==> src/design/twtx_defines.svh <==
// Constants for the table-write / test-skip / xor execution block.
// Assumes inclusion by bare name from design files only.
`ifndef TWTX_DEFINES_SVH
`define TWTX_DEFINES_SVH
// Opcode patterns
`define TWTX_OP_TBL_WR_HI 14'h0003
`define TWTX_OP_XOR_LIT 8'h0A
`define TWTX_OP_XOR_FILE 6'h06
`define TWTX_OP_TEST_SKIP 7'h33
`define TWTX_OP_EXT_HI 8'hE8
// Pointer modes
`define TWTX_PM_NONE 2'h0
`define TWTX_PM_POSTINC 2'h1
`define TWTX_PM_POSTDEC 2'h2
`define TWTX_PM_PREINC 2'h3
// Indexed literal offset upper limit
`define TWTX_IDX_LIMIT 8'h5F
// Third pointer select value
`define TWTX_PTR2_SEL 2'h3
// Table pointer reset value
`define TWTX_PTR_RST 21'h000000
// Holding register value after reset or consumption (erased)
`define TWTX_HOLD_ERASED 8'hFF
`endif

==> src/design/twtx_pkg.sv <==
// Types for the table-write / test-skip / xor execution block.
// Assumes nothing of its surroundings.
package twtx_pkg;
    // Execution sequencer states
    typedef enum logic [1:0] {TWTX_IDLE, TWTX_TBL2, TWTX_SKIP1, TWTX_SKIP2} twtx_state_e;
endpackage

==> src/design/twtx_exec.sv <==
// Execution unit for table write, test-skip, xor and extended enable.
// Assumes one instruction word per cycle with prefetched next word.
//
// Our own choices: strobed register access and the address map.
`timescale 1ns/1ps
`default_nettype none
`include "twtx_defines.svh"
module twtx_exec
    import twtx_pkg::*;
#(
    parameter int PTR_W = 21,
    parameter int HOLD_N = 8
)
(
    // Clock and reset
    input wire logic ref_clk,
    input wire logic rst_b,
    // Instruction stream
    input wire logic instr_valid,
    input wire logic [15:0] instr,
    input wire logic next_two_word,
    // Operands from core
    input wire logic [7:0] w_in,
    input wire logic [7:0] file_in,
    input wire logic [7:0] table_latch,
    input wire logic [3:0] bank_select_reg,
    input wire logic extended_set_cfg_bit,
    input wire logic hold_consume,
    // Results
    output logic [7:0] w_out,
    output logic w_we,
    output logic [7:0] file_out,
    output logic file_we,
    output logic [11:0] file_addr,
    output logic indexed_mode,
    output logic flag_n,
    output logic flag_z,
    output logic flags_we,
    output logic flush,
    output logic busy,
    output logic [PTR_W-1:0] table_byte_pointer,
    output logic byte_high,
    output logic ext_op,
    output logic [1:0] ext_ptr_sel,
    output logic [5:0] ext_literal,
    output logic ext_sub,
    output logic ext_return,
    output logic ext_enabled,
    output logic [HOLD_N*8-1:0] hold_flat
);
    // Elaboration checks on the parameters
    if (PTR_W != 21)
    begin : g_bad_ptr_w
        $error("pointer width must be 21");
    end
    if (HOLD_N != 8)
    begin : g_bad_hold_n
        $error("eight holding registers expected");
    end
    ////////////////////////////////////////////////////////////////////////////
    // Decode
    localparam int HIDX_W = $clog2(HOLD_N);
    twtx_state_e state_reg, state_next;
    logic ext_cfg_reg; // Extension enable registered from the config bit every cycle
    logic [PTR_W-1:0] ptr_reg, ptr_next;
    // Active only while sequencer idle
    wire go = instr_valid && (state_reg == TWTX_IDLE);
    wire is_tbl_wr = go && instr[15:2] == `TWTX_OP_TBL_WR_HI;
    wire [1:0] pmode = instr[1:0];
    wire is_xor_lit = go && instr[15:8] == `TWTX_OP_XOR_LIT;
    wire is_xor_file = go && instr[15:10] == `TWTX_OP_XOR_FILE;
    wire is_tst = go && instr[15:9] == `TWTX_OP_TEST_SKIP;
    wire is_ext = go && ext_cfg_reg && instr[15:8] == `TWTX_OP_EXT_HI;
    wire is_extsub = go && ext_cfg_reg && instr[15:8] == (`TWTX_OP_EXT_HI | 8'h01);
    wire acc_bit = instr[8];
    wire dest_bit = instr[9];
    // Address formation, used for both file instructions
    function automatic logic [11:0] faddr(input logic a, input logic [7:0] f,
                                          input logic [3:0] bank);
        faddr = a ? {bank, f} : {4'h0, f};
    endfunction
    function automatic logic idx(input logic a, input logic [7:0] f, input logic e);
        idx = !a && e && (f <= `TWTX_IDX_LIMIT);
    endfunction
    wire [7:0] xres = w_in ^ (is_xor_lit ? instr[7:0] : file_in);
    wire file_op = is_xor_file || is_tst;
    wire tst_zero = is_tst && file_in == 8'h00;
    // Pointer stepping, wraps naturally at PTR_W bits
    wire [PTR_W-1:0] ptr_inc = ptr_reg + {{(PTR_W-1){1'b0}}, 1'b1};
    wire [PTR_W-1:0] ptr_dec = ptr_reg - {{(PTR_W-1){1'b0}}, 1'b1};
    wire [PTR_W-1:0] wr_ptr = (pmode == `TWTX_PM_PREINC) ? ptr_inc : ptr_reg;
    always_comb
    begin
        ptr_next = ptr_reg;
        if (is_tbl_wr)
        begin
            case (pmode)
                `TWTX_PM_POSTINC: ptr_next = ptr_inc;
                `TWTX_PM_POSTDEC: ptr_next = ptr_dec;
                `TWTX_PM_PREINC: ptr_next = ptr_inc;
                default: ptr_next = ptr_reg;
            endcase
        end
    end
    ////////////////////////////////////////////////////////////////////////////
    // Sequencer: multi-cycle occupancy
    always_comb
    begin
        state_next = TWTX_IDLE;
        case (state_reg)
            TWTX_IDLE:
            begin
                if (is_tbl_wr)
                    state_next = TWTX_TBL2;
                else if (tst_zero)
                    state_next = next_two_word ? TWTX_SKIP2 : TWTX_SKIP1;
                else if ((is_ext || is_extsub) && instr[7:6] == `TWTX_PTR2_SEL)
                    state_next = TWTX_SKIP1;
            end
            TWTX_SKIP2: state_next = TWTX_SKIP1;
            default: state_next = TWTX_IDLE;
        endcase
    end
    // State and pointer
    always_ff @(posedge ref_clk or negedge rst_b)
    begin
        if (!rst_b)
        begin
            state_reg <= TWTX_IDLE;
            ptr_reg <= `TWTX_PTR_RST;
        end
        else
        begin
            state_reg <= state_next;
            ptr_reg <= ptr_next;
        end
    end
    // Config bit sampled on every clock once out of reset
    always_ff @(posedge ref_clk or negedge rst_b)
    begin
        if (!rst_b)
            ext_cfg_reg <= 1'b0;
        else
            ext_cfg_reg <= extended_set_cfg_bit;
    end
    ////////////////////////////////////////////////////////////////////////////
    // Holding registers stage flash data
    twtx_hold_regs #(.DEPTH(HOLD_N)) u_hold (
        .ref_clk(ref_clk),
        .rst_b(rst_b),
        .wr_en(is_tbl_wr),
        .wr_idx(wr_ptr[HIDX_W-1:0]),
        .wr_data(table_latch),
        .consume(hold_consume),
        .hold_flat(hold_flat)
    );
    ////////////////////////////////////////////////////////////////////////////
    // Registered outputs
    always_ff @(posedge ref_clk or negedge rst_b)
    begin
        if (!rst_b)
        begin
            w_out <= 8'h00;
            w_we <= 1'b0;
            file_out <= 8'h00;
            file_we <= 1'b0;
            file_addr <= 12'h000;
            indexed_mode <= 1'b0;
            flag_n <= 1'b0;
            flag_z <= 1'b0;
            flags_we <= 1'b0;
            flush <= 1'b0;
            busy <= 1'b0;
        end
        else
        begin
            w_out <= xres;
            w_we <= is_xor_lit || (is_xor_file && !dest_bit);
            file_out <= xres;
            file_we <= is_xor_file && dest_bit;
            file_addr <= faddr(acc_bit, instr[7:0], bank_select_reg);
            indexed_mode <= file_op && idx(acc_bit, instr[7:0], ext_cfg_reg);
            flag_n <= xres[7];
            flag_z <= xres == 8'h00;
            flags_we <= is_xor_lit || is_xor_file;
            flush <= tst_zero || state_next == TWTX_SKIP2 || state_reg == TWTX_SKIP2;
            busy <= state_next != TWTX_IDLE;
        end
    end
    // Pointer view and extended op outputs
    always_ff @(posedge ref_clk or negedge rst_b)
    begin
        if (!rst_b)
        begin
            table_byte_pointer <= `TWTX_PTR_RST;
            byte_high <= 1'b0;
            ext_op <= 1'b0;
            ext_ptr_sel <= 2'h0;
            ext_literal <= 6'h00;
            ext_sub <= 1'b0;
            ext_return <= 1'b0;
            ext_enabled <= 1'b0;
        end
        else
        begin
            table_byte_pointer <= ptr_next;
            byte_high <= ptr_next[0];
            ext_op <= is_ext || is_extsub;
            ext_ptr_sel <= instr[7:6];
            ext_literal <= instr[5:0];
            ext_sub <= is_extsub;
            ext_return <= (is_ext || is_extsub) && instr[7:6] == `TWTX_PTR2_SEL;
            ext_enabled <= ext_cfg_reg;
        end
    end
    ////////////////////////////////////////////////////////////////////////////
    // Checks
    xor_flags_a: assert property (@(posedge ref_clk) disable iff (!rst_b)
        (is_xor_lit || is_xor_file) |=> flags_we && flag_z == (w_out == 8'h00))
        else $error("xor flags wrong");
    tst_noflag_a: assert property (@(posedge ref_clk) disable iff (!rst_b)
        (is_tst || is_tbl_wr) |=> !flags_we)
        else $error("flags touched");
    // Two-word skip: two refused cycles after the test, free on the third edge
    skip_len_a: assert property (@(posedge ref_clk) disable iff (!rst_b)
        (tst_zero && next_two_word) |=> busy ##1 busy ##1 !busy)
        else $error("skip length wrong");
    skip_flush_a: assert property (@(posedge ref_clk) disable iff (!rst_b)
        tst_zero |=> flush)
        else $error("no flush on zero");
    ptr_post_a: assert property (@(posedge ref_clk) disable iff (!rst_b)
        (is_tbl_wr && pmode == `TWTX_PM_POSTDEC) |=> table_byte_pointer == $past(ptr_dec))
        else $error("pointer step wrong");
    ext_off_a: assert property (@(posedge ref_clk) disable iff (!rst_b)
        !ext_cfg_reg |=> !ext_op)
        else $error("extension active");
    xor_dest_a: assert property (@(posedge ref_clk) disable iff (!rst_b)
        is_xor_file |=> file_we != w_we)
        else $error("xor destination wrong");
    bank_addr_a: assert property (@(posedge ref_clk) disable iff (!rst_b)
        (file_op && acc_bit) |=> file_addr[11:8] == $past(bank_select_reg))
        else $error("bank address wrong");
endmodule
`default_nettype wire

==> src/design/twtx_hold_regs.sv <==
// Eight-entry holding register bank for program memory staging.
// Assumes writes arrive on the core clock from the executor.
`timescale 1ns/1ps
`default_nettype none
`include "twtx_defines.svh"
module twtx_hold_regs
    import twtx_pkg::*;
#(
    parameter int DEPTH = 8
)
(
    // Clock and reset
    input wire logic ref_clk,
    input wire logic rst_b,
    // Write side
    input wire logic wr_en,
    input wire logic [$clog2(DEPTH)-1:0] wr_idx,
    input wire logic [7:0] wr_data,
    // Consume side (program sequence clears after use)
    input wire logic consume,
    // Contents
    output logic [DEPTH*8-1:0] hold_flat
);
    localparam int IDX_W = $clog2(DEPTH);
    // Elaboration check: at least two entries so the index has a bit
    if (DEPTH < 2)
    begin : g_bad_depth
        $error("DEPTH too small");
    end
    // Storage array
    logic [7:0] mem_reg [DEPTH];
    genvar gi;
    for (gi = 0; gi < DEPTH; gi++)
    begin : g_ent
        // Entry keeps value until written, consumed or reset
        always_ff @(posedge ref_clk or negedge rst_b)
        begin
            if (!rst_b)
                mem_reg[gi] <= `TWTX_HOLD_ERASED;
            else if (wr_en && wr_idx == IDX_W'(gi))
                mem_reg[gi] <= wr_data;
            else if (consume)
                mem_reg[gi] <= `TWTX_HOLD_ERASED;
        end
        assign hold_flat[gi*8 +: 8] = mem_reg[gi];
    end
endmodule
`default_nettype wire

==> config.mk <==
export PLATFORM = sky130hd
export DESIGN_NAME = twtx_exec
export DESIGN_NICKNAME = d
export VERILOG_FILES = /design/src/design/twtx_pkg.sv /design/src/design/twtx_exec.sv /design/src/design/twtx_hold_regs.sv
export VERILOG_INCLUDE_DIRS = /design/src /design/src/design
export SDC_FILE = /design/constraint.sdc
export NUM_CORES = 1
export LEC_CHECK = 0
export ABC_CLOCK_PERIOD_IN_PS = 5400
export BUFFER_PORTS_ARGS = -buffer_cell sky130_fd_sc_hd__buf_2
export CAP_MARGIN = 20
export CORE_UTILIZATION = 45
export DETAILED_ROUTE_END_ITERATION = 7
export GPL_ROUTABILITY_DRIVEN = 0
export MAX_ROUTING_LAYER = met4
export PLACE_DENSITY_LB_ADDON = 0.25
export SETUP_SLACK_MARGIN = 0.5
export SYNTH_ARGS = -nofsm -noshare
export SYNTH_HDL_FRONTEND = slang
export SYNTH_SLANG_ARGS = --single-unit
==> constraint.sdc <==
create_clock -name ref_clk -period 5.4 [get_ports ref_clk]
set_input_delay 0.54 -clock ref_clk [delete_from_list [all_inputs] [get_ports ref_clk]]
set_output_delay 0.54 -clock ref_clk [all_outputs]
set_load 0.02 [all_outputs]
Yosys cells after proc, flatten, opt, wreduce, memory -nomap -nowiden:

Index checks and enable logic that the tools add are counted.

* flip-flop bits (word level): 128
* input bits: 50
* output and inout port bits: 134
* logic and storage cells: 116

* $add $sub $neg: 2
* magnitude comparators: 1
* equality and inequality tests: 19
* mux-type cells: 18
* bitwise gates (word level): 1
* reduce and logical (&&, ||, !) cells: 47

Operator list (number)
* 8-bit 2-to-1 mux: 10
* 21-bit case mux with 2 select lines: 1
* 1-bit logical AND: 23
* 21-bit by 1-bit adder with 21-bit output (second input constant): 1
* 21-bit by 1-bit subtractor with 21-bit output (second input constant): 1
* 2-bit nonzero test: 10
* 8-bit == test (second input constant): 2
* 8-bit zero test: 2
* 14-bit by 2-bit == test with 1-bit output (second input constant): 1
* 3-bit == test (second input constant): 4
* 12-bit 2-to-1 mux: 1
* 2-bit == test (second input constant): 5
* 8-bit by 4-bit == test with 1-bit output (second input constant): 1
* 8-bit by 7-bit less-or-equal comparator with 1-bit output (second input constant): 1
* 8-bit bitwise XOR: 1
* 7-bit by 6-bit == test with 1-bit output (second input constant): 1
* 3-bit by 2-bit == test with 1-bit output (second input constant): 2
* 6-bit by 3-bit == test with 1-bit output (second input constant): 1
* 1-bit logical OR: 6
* 2-bit 2-to-1 mux: 3
* 2-bit case mux with 2 select lines: 1
* 3-bit by 1-bit == test with 1-bit output (second input constant): 1
* 3-bit zero test: 1
* 3-bit 2-to-1 mux: 1
* other kinds (6): 7

Logic depth before layout (Yosys ltp):

Gate-level depths: netlist of run 1.

* depth after elaboration: 13
* gate-level depth with buffers: 9
* mapped depth without buffers: 7

By module:

A second synthesis of run 1 with hierarchy kept.

* cell total of the unflattened synthesis: 526
* area, all modules: 5693.0 µm²

Modules (own cells, without submodules)
* twtx_exec: instances 1, cells an instance 304, area each 2956.6 µm², seq. area each 1376.3 µm²
* twtx_hold_regs: instances 1, cells an instance 222, area each 2736.4 µm², seq. area each 1681.6 µm²

Worst setup path before layout of run 1:

No wires, ideal clock.

* kind: in2reg
* from: input instr[8]
* to: register flag_z
* setup time: 0.096 ns
* data arrival time: 2.239 ns
* data required time: 5.304 ns
* path slack: 3.065 ns
* stages on the path: 6
* buffers on the path: 1
* path through: buf_2 -> nor4b_4 -> nand3_4 -> a211o_1 -> or4_1 -> nor4_2

* word-level cells in the longest chain between the ends: 5

Ends and longest elaborated chain
* start, declared: RTL line twtx_exec.sv:20 `input wire logic [15:0] instr,`
* 8-bit by 4-bit == test with 1-bit output (no line)
* 1-bit logical AND (no line)
* 8-bit 2-to-1 mux: RTL line twtx_exec.sv:85 `wire [7:0] xres = w_in ^ (is_xor_lit ? instr[7:0] : file_in);`
* 8-bit bitwise XOR: RTL line twtx_exec.sv:85
* via xres[2]: RTL line twtx_exec.sv:85
* 8-bit zero test: RTL line twtx_exec.sv:184 `flag_z <= xres == 8'h00;`
* end signal, assigned: RTL line twtx_exec.sv:170 `flag_z <= 1'b0;`
* end signal, assigned: RTL line twtx_exec.sv:184
* end, declared: RTL line twtx_exec.sv:37 `output logic flag_z,`

The timed path passes the listed nets, and every way through them passes these cells.
A chain may end at the register's enable or synchronous reset.

==> qor.yml, run 1 <==
crit_start: "table_byte_pointer[0]"
dp_hpwl_mm: 10.79
mappedNetlistArea_um2: 5742
syn_inst: 607
layout_setup_ws_ns: 2.769
setup_viol: 0
initial_core_util_pct: 47.02
worst_pin_slew_ns: 0.8679
p_per_area_nw_per_um2: 318.9
drv_slew: 0
crit_required_ns: 5.70
rsz0062_at_grt: "no"
crit_slowest_cell: "a2111oi_2"
area_growth_syn_to_layout_pct: 27.00
worstPathMaxFanout: 14
cts_resized: 0
p_leak_nw: 3.304
async_flop_share_pct: 100.0
wl_per_cell_um: 16.31
finClkSkew_ns: 0.01013
place_area_um2: 6585
finalCritPeriodShare_pct: 48.72
grt_pass1_wl_mm: 24.09
setup_tns_ns: 0
cts_hold_buffers: 0
avgSynthCellArea_um2: 9.459
period_needed_ns: 2.631
cp-start-kind: "flip-flop"
postRouteAntennaNets: 0
arrival_ns: 2.93
hold_class: "in2async"
end_kind: "flip-flop"
seq_area_frac_synth_pct: 53.26
multi_input_area_um2: 2342
peakVddDrop_v: 0.0001513
path_class: "reg2reg"
cp_cell_sequence: "ha_1 > nand3_1 > or4_1 > a2111oi_2 > o21ai_0 > xnor2_1"
post_cts_buffers: 0
cts_tree: "yes"
grt_max_degree: 65
coreArea_um2: 12210
total_power_w: 0.002326
regArea_um2: 3058
fin_nets: 809
hold_violations: 0
cpPeakStageDelay_ns: 0.61
n_antenna_cell: 0
yosys_warnings: 0
rows: 40
die_area_um2: 13210
r2r_start: "table_byte_pointer[0]"
clock_path_buffers: 2
fill_cells: 1041
clock-sinks: 119
largest_register_ffs: 64
vias_per_cell: 5.433
post-place-ws_ns: 2.166
drtPass1Iterations: 5
clk_pin_slew_worst_paths_ns: 0.05
syn_nets: 661
cts_buffers: 17
htree_levels: 4
remaining_drc_errors: 0
dieHeight_um: 115.0
track_usage_pct: 24.66
die_w_um: 115.0
slew_headroom_pct: 41.69
synth_edf_count: 0
ys_seq_elements: 119
cts_root_buf: "clkbuf_16"
port_buffers: 183
ioPinCount: 184
fin_area_um2: 7292
status: "complete, no violations"
grt_antenna_before_repair: 0
grt_pass1_vias: 4772
drv_cap: 0
routed_wl_mm: 15.27
max_freq_mhz: 380.1
gr-total-overflow: 0
clock_latency_ns: 0.41
vias: 5085
drive_gt1_share_pct: 37.89
drt_iter0_markers: 421
synth.distinct_cells: 56
ys.flop_type: "dfstp_2"
synthesized netlist by cell type (3+ instances only):
library cell    n  area, µm²
nand4b_1        6      52.55
nor3_1         13      65.06
o21ai_0         7      35.03
o22ai_1         3      18.77
xor2_1         13      113.9
nor4b_1         3      26.28
a211o_1         5      43.79
a311oi_1        5      43.79
and2_1          9      56.30
nor4_1          7      43.79
nand4_1        17      106.4
buf_2           4      20.02
xnor2_1        12      105.1
ha_1            4      50.05
dfrtp_1        55       1376
a21oi_1        69      345.3
inv_1          13      48.80
clkbuf_2        5      25.02
buf_4          18      135.1
and3_1          3      18.77
nand2_1        24      90.09
o31ai_1         4      30.03
nand2b_1       11      68.82
a2111oi_0       5      43.79
mux2i_1         3      30.03
dfstp_2        64       1682
or4_1           4      30.03
nand3_1        11      55.05
buf_1           3      11.26
clkbuf_1       27      101.4
nor2_1        143      536.8
nor2b_1         5      31.28
critical path, delay by kind of cell, from the launching register on:
| kind | cells | cell delay (ns) |
|---|---|---|
| fa+ha+maj | 1 | 0.35 |
| simple gates | 2 | 0.55 |
| flops | 1 | 0.59 |
| compound gates | 2 | 0.85 |
| xor+xnor | 1 | 0.17 |
metrics by stage:
step | hold WS [ns] | cells | utilization (%)
finish | 0.1807 | 936 | 59.71
global placement | 0.4419 | 902 | 53.92
global route | 0.2252 | 936 | 59.71
floorplan | 0.2444 | 607 | -
detailed placement | 0.4351 | 902 | 53.92
CTS | 0.2012 | 934 | 59.49
area by class of cell:
type	instances	share of cell area (%)
clock inverters	7	1.630
well taps	168	2.883
inverters	13	0.6692
repair buffers	186	13.07
multi-input cells	418	32.12
clock buffers	25	7.687
flip-flops and latches	119	41.94
path summary, 6_finish.rpt:
kind	slack (ns)	cells past startpoint	end
worst max-delay path	2.77	6	table_byte_pointer[18]
worst min-delay path	0.18	1	file_addr[11]
worst max register to register	2.77	6	table_byte_pointer[18]
worst min register to register	0.44	0	ext_enabled
max in group asynchronous	3.95	2	flags_we
min in group ref_clk	0.23	1	ext_cfg_reg
power breakdown:
group	switching [W]	leakage, nW	internal, W	total [W]
Clock	0.000399	0.335	0.000864	0.00126
Combinational	0.000106	1.58	0.0000460	0.000152
Sequential	0.00000468	1.39	0.000905	0.000910
Total	0.000510	3.30	0.00182	0.00233
cells by family after synthesis:
family,share of synthesized area (%)
buffers and inverters,5.949
flip-flops,53.26
AO/OA/AOI/OAI,12.03
adder cells (fa/ha/maj),0.8717
multiplexers,0.5230
AND/OR/NAND/NOR,23.56
XOR/XNOR,3.813
routing by layer:
metal  global-route usage [%]  wire (µm)  vias up
li1                         -          -     2376
met1                    30.99       6441     2436
met2                    38.23       7340      248
met3                    7.222       1227       25
met4                    8.052        259        0
met5                        -          0        -
cell usage in the layout (no fill, tap or decap), types with 3 or more instances in the layout:
cell type  Yosys  layout
nor4b_1        3       3
a211o_1        5       5
nand4_1       17      17
dfrtp_1       55      55
nor4_1         7       7
dfstp_2       64      64
a311oi_1       5       5
o22ai_1        3       3
nor2_1       143     143
nand2b_1      11      11
xor2_1        13      13
o31ai_1        4       4
buf_2          4     182
nor2b_1        5       5
mux2i_1        3       3
or4_1          4       4
a2111oi_0      5       5
a21oi_1       69      69
nand2_1       24      24
nand4b_1       6       6
inv_1         13      13
and2_1         9       9
bufinv_16      0       3
nand3_1       11      11
ha_1           4       4
and3_1         3       3
nor3_1        13      13
xnor2_1       12      12
o21ai_0        7       7
clkbuf_16      0      21
Note: power is estimated with default switching activity, not from simulation.
==> run 2: changes to the inputs <==
Settings changed: ABC_AREA set to 1, ABC_CLOCK_PERIOD_IN_PS 5400 to 2500.
Clock period 5.4 ns to 2.5 ns, I/O delays scaled along.
==> run 2 against run 1 <==
Compared with the run above: die area is 1.8% higher; utilization up 0.72 points; combinational power up 150%; critical endpoint is now u_hold.hold_flat[14]; largest cell class unchanged.
==> qor.yml, run 2 <==
max_freq_mhz: 526.5  # +39%
period_needed_ns: 1.899  # -0.7315 ns
met1_length_mm: 6.957  # +8.0%
rows: 41  # +2.5%
cts_tree: "yes"
coreArea_um2: 12670  # +3.8%
drt_iter0_markers: 371  # -12%
finalCritPeriodShare_pct: 75.97  # +27 points
ys.flop_type: "dfstp_2"
layout_common_cells: "buf_2, nand2_1, nor2_1"
syn_inst: 700  # +15%
hold_class: "in2reg"
finClkSkew_ns: 0.008098  # -0.002031 ns
n_antenna_cell: 0  # unchanged
yosys_warnings: 0  # unchanged
initial_core_util_pct: 46.16  # -0.85 points
cp-start-kind: "flip-flop"
cts_buffers: 17  # unchanged
path_class: "reg2reg"
clock_path_buffers: 2  # unchanged
wl_per_cell_um: 14.38  # -12%
multi_input_area_um2: 2400  # +2.5%
avgSynthCellArea_um2: 8.356  # -12%
drtPass1Iterations: 5  # unchanged
end_kind: "flip-flop"
htree_levels: 4  # unchanged
setup_viol: 0  # unchanged
cts_root_buf: "clkbuf_16"
instances_no_fill: 1084  # +16%
die_w_um: 116.0  # +0.92%
routed_wl_mm: 15.59  # +2.1%
hold_violations: 0  # unchanged
grt_pass1_vias: 4885  # +2.4%
rsz0062_at_grt: "yes"
setup_tns_ns: 0  # unchanged
dieHeight_um: 116.0  # +0.92%
remaining_drc_errors: 0  # unchanged
grt_max_degree: 53  # -18%
netlist_top_cells_count: "nand2_1, nor2_1, inv_1"
synth_edf_count: 0  # unchanged
fin_nets: 954  # +18%
synth.distinct_cells: 33  # -41%
wl_met2_mm: 7.462  # +1.7%
yosysMostFrequentCell: "nand2_1"
gr-total-overflow: 0  # unchanged
worst_pin_slew_ns: 0.6751  # -0.1928 ns
hold_ws_ns: 0.02658  # -0.1541 ns
hp-start: "bank_select_reg[1]"
grt_pass1_wl_mm: 24.45  # +1.5%
track_usage_pct: 24.72  # +0.056 points
async_flop_share_pct: 100.0  # unchanged
worstPathMaxFanout: 8  # -6
topRoutingLayerUsed: "met4"
port_buffers: 183  # unchanged
placed_cells: 1038  # +15%
yosys-top-cells-area: "dfstp_2, dfrtp_1, nand2_1, nor2_1, a21oi_1"
status: "complete, no violations"
drv_slew: 0  # unchanged
seq_area_frac_synth_pct: 52.28  # -0.98 points
clock_latency_ns: 0.41  # about the same
mappedNetlistArea_um2: 5849  # +1.9%
largest_register_ffs: 64  # unchanged
regArea_um2: 3060  # about the same
total_power_w: 0.004524  # +95%
vias_per_cell: 4.971  # -8.5%
crit_start: "table_byte_pointer[0]"
clock-sinks: 119  # unchanged
grt_antenna_before_repair: 0  # unchanged
die_area_um2: 13460  # +1.8%
area_growth_syn_to_layout_pct: 30.91
yosys.area.top_type: "dfstp_2"
drv_cap: 0  # unchanged
drive_gt1_share_pct: 36.84  # -1.0 points
layout_commonest_cell: "buf_2"
postRouteAntennaNets: 0  # unchanged
peakVddDrop_v: 0.0004055  # +170%
crit_required_ns: 2.82  # -2.88 ns
dp_hpwl_mm: 11.47  # +6.3%
r2r_start: "table_byte_pointer[0]"
fill_cells: 1174  # +13%
syn_nets: 754  # +14%
ioPinCount: 184  # unchanged
clk_pin_slew_worst_paths_ns: 0.05  # about the same
ys_seq_elements: 119  # unchanged
routed-wl-met3_um: 850  # -31%
p_per_area_nw_per_um2: 590.8  # +85%
slew_headroom_pct: 54.99  # +13 points
arrival_ns: 2.22  # -0.71 ns
p_leak_nw: 3.713  # +12%
vias: 5389  # +6.0%
yosysTopAreaCellShare_pct: 28.75  # -0.54 points
run 2: cell count changes in the layout (fill, tap and decap cells not counted), moves of 11 or more:
cell / previous run / this run
nand3_1: 11 / 39
nand2b_1: 11 / 0
buf_4: 2 / 13
o21ai_0: 7 / 18
inv_1: 13 / 84
nor2_1: 143 / 116
nand2_1: 24 / 132
run 2: metrics by stage:
step	util [%]	cell area (µm²)	setup slack, ns
floorplan	-	5849	0.5136
global placement	54.36	6888	0.2837
detailed placement	54.36	6888	0.2503
CTS	59.78	7575	0.5113
global route	60.43	7657	0.4162
finish	60.43	7657	0.6008
run 2: path summary, 6_finish.rpt:
| path | end | slack [ns] | depth (start not counted) |
|---|---|---|---|
| worst max-delay path | u_hold.hold_flat[14] | 0.60 | 11 |
| min in group asynchronous | file_addr[8] | 0.42 | 2 |
| worst min-delay path | file_addr[9] | 0.03 | 3 |
| worst min register to register | ext_enabled | 0.43 | 0 |
| worst max register to register | u_hold.hold_flat[14] | 0.60 | 11 |
| max in group asynchronous | u_hold.hold_flat[5] | 1.27 | 3 |
run 2: repair_timing:
item                                   in CTS  in global routing
endpoints found under the hold margin      51                  0
hold buffers                                8                  0
pin swaps                                   3                  5
buffers inserted                            5                  2
setup endpoints to repair                  79                 75
resized for setup                           9                 18
run 2: cell type report:
class	count	area share [%]
flip-flops and latches	119	39.97
multi-input cells	470	31.34
repair buffers	205	14.62
clock buffers	23	6.373
inverters	87	4.265
well taps	172	2.810
clock inverters	8	0.6209
run 2: logic make-up after synthesis:
family | Yosys count | share of synthesized area [%]
buffers and inverters | 111 | 8.321
XOR/XNOR | 16 | 2.524
flip-flops | 119 | 52.28
AND/OR/NAND/NOR | 354 | 26.65
AO/OA/AOI/OAI | 96 | 9.369
adder cells (fa/ha/maj) | 4 | 0.8556
run 2: routing by layer:
metal | track usage, % | up-vias
met4 | 8.974 | 0
met3 | 4.969 | 20
li1 | - | 2626
met5 | - | -
met2 | 38.65 | 198
met1 | 31.86 | 2545
run 2: worst max-delay path, stage by stage, from the launching register on:
cell and delay, ns:
dfrtp_2 0.41, inv_1 0.09, ha_1 0.33, inv_1 0.09
o21ai_4 0.20, inv_1 0.14, nand2_4 0.14, nor2_1 0.05
nand2_1 0.07, nand2_2 0.11, nor2_1 0.14, a21oi_1 0.06
run 2: report_power, final:
part	switching [W]	leakage, nW	internal [W]
Clock	0.000827	0.269	0.00136
Sequential	0.0000104	1.35	0.00196
Combinational	0.000260	2.09	0.000116
==> run 3: changes to the inputs <==
Settings changed: ABC_CLOCK_PERIOD_IN_PS 2500 to 1790.
Clock period 2.5 ns to 1.79 ns, I/O delays scaled along.
==> run 3 against run 2 <==
Compared with the run above: the flow now finishes with violations (setup timing); critical path depth shrank 3; worst hold slack worse by 0.020 ns; maximum frequency shrank 5.3%; first-iteration DRC count increased by 23%; sequential power grew 39%; sequential cell count unchanged; setup slack worse by 0.82 ns; non-clock buffer count is 65 higher; global-route usage is 1.3 points higher; cell area is 22% higher; final cell count rose by 6.0%; power rose by 46%; highest routed layer unchanged.
==> qor.yml, run 3 (synthesis results as in run 2) <==
cts_tree: "yes"
routed_wl_mm: 18.55  # +19%
vias_per_cell: 5.143  # +3.4%
hold_class: "in2reg"
period_needed_ns: 2.005  # +0.1054 ns
slew_headroom_pct: 42.81  # -12 points
cts_buffers: 17  # unchanged
fin_nets: 1019  # +6.8%
worstPathMaxFanout: 8  # unchanged
htree_levels: 4  # unchanged
share_comb_of_total_power_pct: 10.2  # +1.9 points
coreArea_um2: 12670  # unchanged
setup_viol: 39  # +39
pwr-share-clk_pct: 48.4  # +0.2 points
drive_gt1_share_pct: 54.30  # +17 points
path_class: "reg2reg"
dp_hpwl_mm: 11.39  # -0.72%
fin_area_um2: 9369  # +22%
clock_path_buffers: 2  # unchanged
arrival_ns: 2.34  # +0.12 ns
largest_register_ffs: 64  # unchanged
crit_required_ns: 2.12  # -0.70 ns
status: "complete, but fails checks"
cts_root_buf: "clkbuf_16"
die_area_um2: 13460  # unchanged
grt_pass1_wl_mm: 25.65  # +4.9%
sw_frac_of_total_pct: 25.32  # +1.1 points
hold_violations: 0  # unchanged
pwr-share-seq_pct: 41.4  # -2.1 points
grt_max_degree: 71  # +34%
wl_per_cell_um: 16.15  # +12%
initial_core_util_pct: 46.16  # unchanged
post-place-ws_ns: -0.02037  # -0.2707 ns
clk_pin_slew_worst_paths_ns: 0.06  # about the same
area_growth_syn_to_layout_pct: 60.17
postRouteAntennaNets: 0  # unchanged
ioPinCount: 184  # unchanged
p_switching_w: 0.001677  # +53%
drtPass1Iterations: 8  # +3
violations: "setup timing"
worst_pin_slew_ns: 0.8569  # +0.1818 ns
layout_commonest_cell: "buf_2"
grt_antenna_before_repair: 1  # +1
layout_setup_ws_ns: -0.2147  # -0.8154 ns
placed_cells: 1056  # +1.7%
remaining_drc_errors: 0  # unchanged
intPower_w: 0.004946  # +44%
gr-total-overflow: 0  # unchanged
layout_common_cells: "buf_2, nand2_1, nor2_1, buf_6, inv_1"
max_freq_mhz: 498.8  # -5.3%
setup_tns_ns: -1.554  # -1.554 ns
vias: 5909  # +9.6%
fill_cells: 886  # -25%
instances_no_fill: 1149  # +6.0%
rsz0062_at_grt: "yes"
track_usage_pct: 26.02  # +1.3 points
clock_latency_ns: 0.43  # +0.02 ns
dieHeight_um: 116.0  # unchanged
finalCritPeriodShare_pct: 112.0  # +36 points
p_per_area_nw_per_um2: 706.9  # +20%
place_area_um2: 7258  # +5.4%
grt_pass1_vias: 5228  # +7.0%
drv_cap: 0  # unchanged
die_w_um: 116.0  # unchanged
port_buffers: 183  # unchanged
p_leak_nw: 4.356  # +17%
finClkSkew_ns: 0.007817  # -0.0002810 ns
drt_iter0_markers: 458  # +23%
drv_slew: 0  # unchanged
end_kind: "flip-flop"
rows: 41  # unchanged
clock-sinks: 119  # unchanged
peakVddDrop_v: 0.0005087  # +25%
cp-start-kind: "flip-flop"
run 3: critical path, stage by stage (launching register included):
cell	delay, ns
dfrtp_2	0.46
ha_4	0.19
nand2_4	0.10
nand2_4	0.06
o21ai_4	0.18
nand3_4	0.23
o21ai_4	0.36
nor2_1	0.10
a21oi_1	0.23
run 3: worst paths after layout:
path / start / to / slack [ns] / cells past startpoint
worst max-delay path: table_byte_pointer[0] / u_hold.hold_flat[62] / -0.21 / 8
max in group asynchronous: rst_b / u_hold.hold_flat[1] / 1.10 / 3
worst min register to register: ext_cfg_reg / ext_enabled / 0.45 / 0
min in group asynchronous: rst_b / table_byte_pointer[20] / 0.29 / 3
worst min-delay path: w_in[5] / file_out[5] / 0.007 / 3
worst max register to register: table_byte_pointer[0] / u_hold.hold_flat[62] / -0.21 / 8
run 3: cell type report:
class	count	area [µm²]	share of cell area (%)
antenna	1	2.502	0.02671
inverter	87	344.1	3.673
clock buffer	23	510.5	5.449
timing repair buffer	270	2153	22.98
clock inverter	7	40.04	0.4274
multi-input combinational	470	3030	32.35
tap	172	215.2	2.297
sequential	119	3073	32.80
run 3: through the flow:
stage | total power [W] | utilization [%] | hold slack (ns)
2_1_floorplan | 0.003097 | - | -0.1166
3_3_place_gp | 0.003320 | 57.28 | 0.1885
3_5_place_dp | 0.003326 | 57.28 | 0.1956
4_1_cts | 0.006555 | 66.43 | 0.01307
5_1_grt | 0.006852 | 73.94 | 0.008021
6_report | 0.006623 | 73.94 | 0.006664
run 3: metal layers:
layer / vias to the layer above / global-route usage (%) / wire [µm]
met5: - / - / 0
met4: 0 / 10.51 / 403
met3: 49 / 5.492 / 1122
met2: 235 / 40.95 / 9469
met1: 2851 / 32.66 / 7559
li1: 2774 / - / -
run 3: repair_timing:
action	in CTS	in global routing
endpoints found under the setup margin	149	164
buffers inserted	10	32
resized for setup	103	197
hold endpoints to repair	74	0
pin swaps	32	65
hold buffers	20	0
run 3: power groups by stage:
stage	clock (W)	combinational (W)	sequential, W
after global placement	0	0.000537	0.00278
after floorplan	0	0.000271	0.00283
after global routing	0.00338	0.000727	0.00275
after CTS	0.00322	0.000596	0.00274
final	0.00321	0.000672	0.00274
after detailed placement	0	0.000541	0.00278
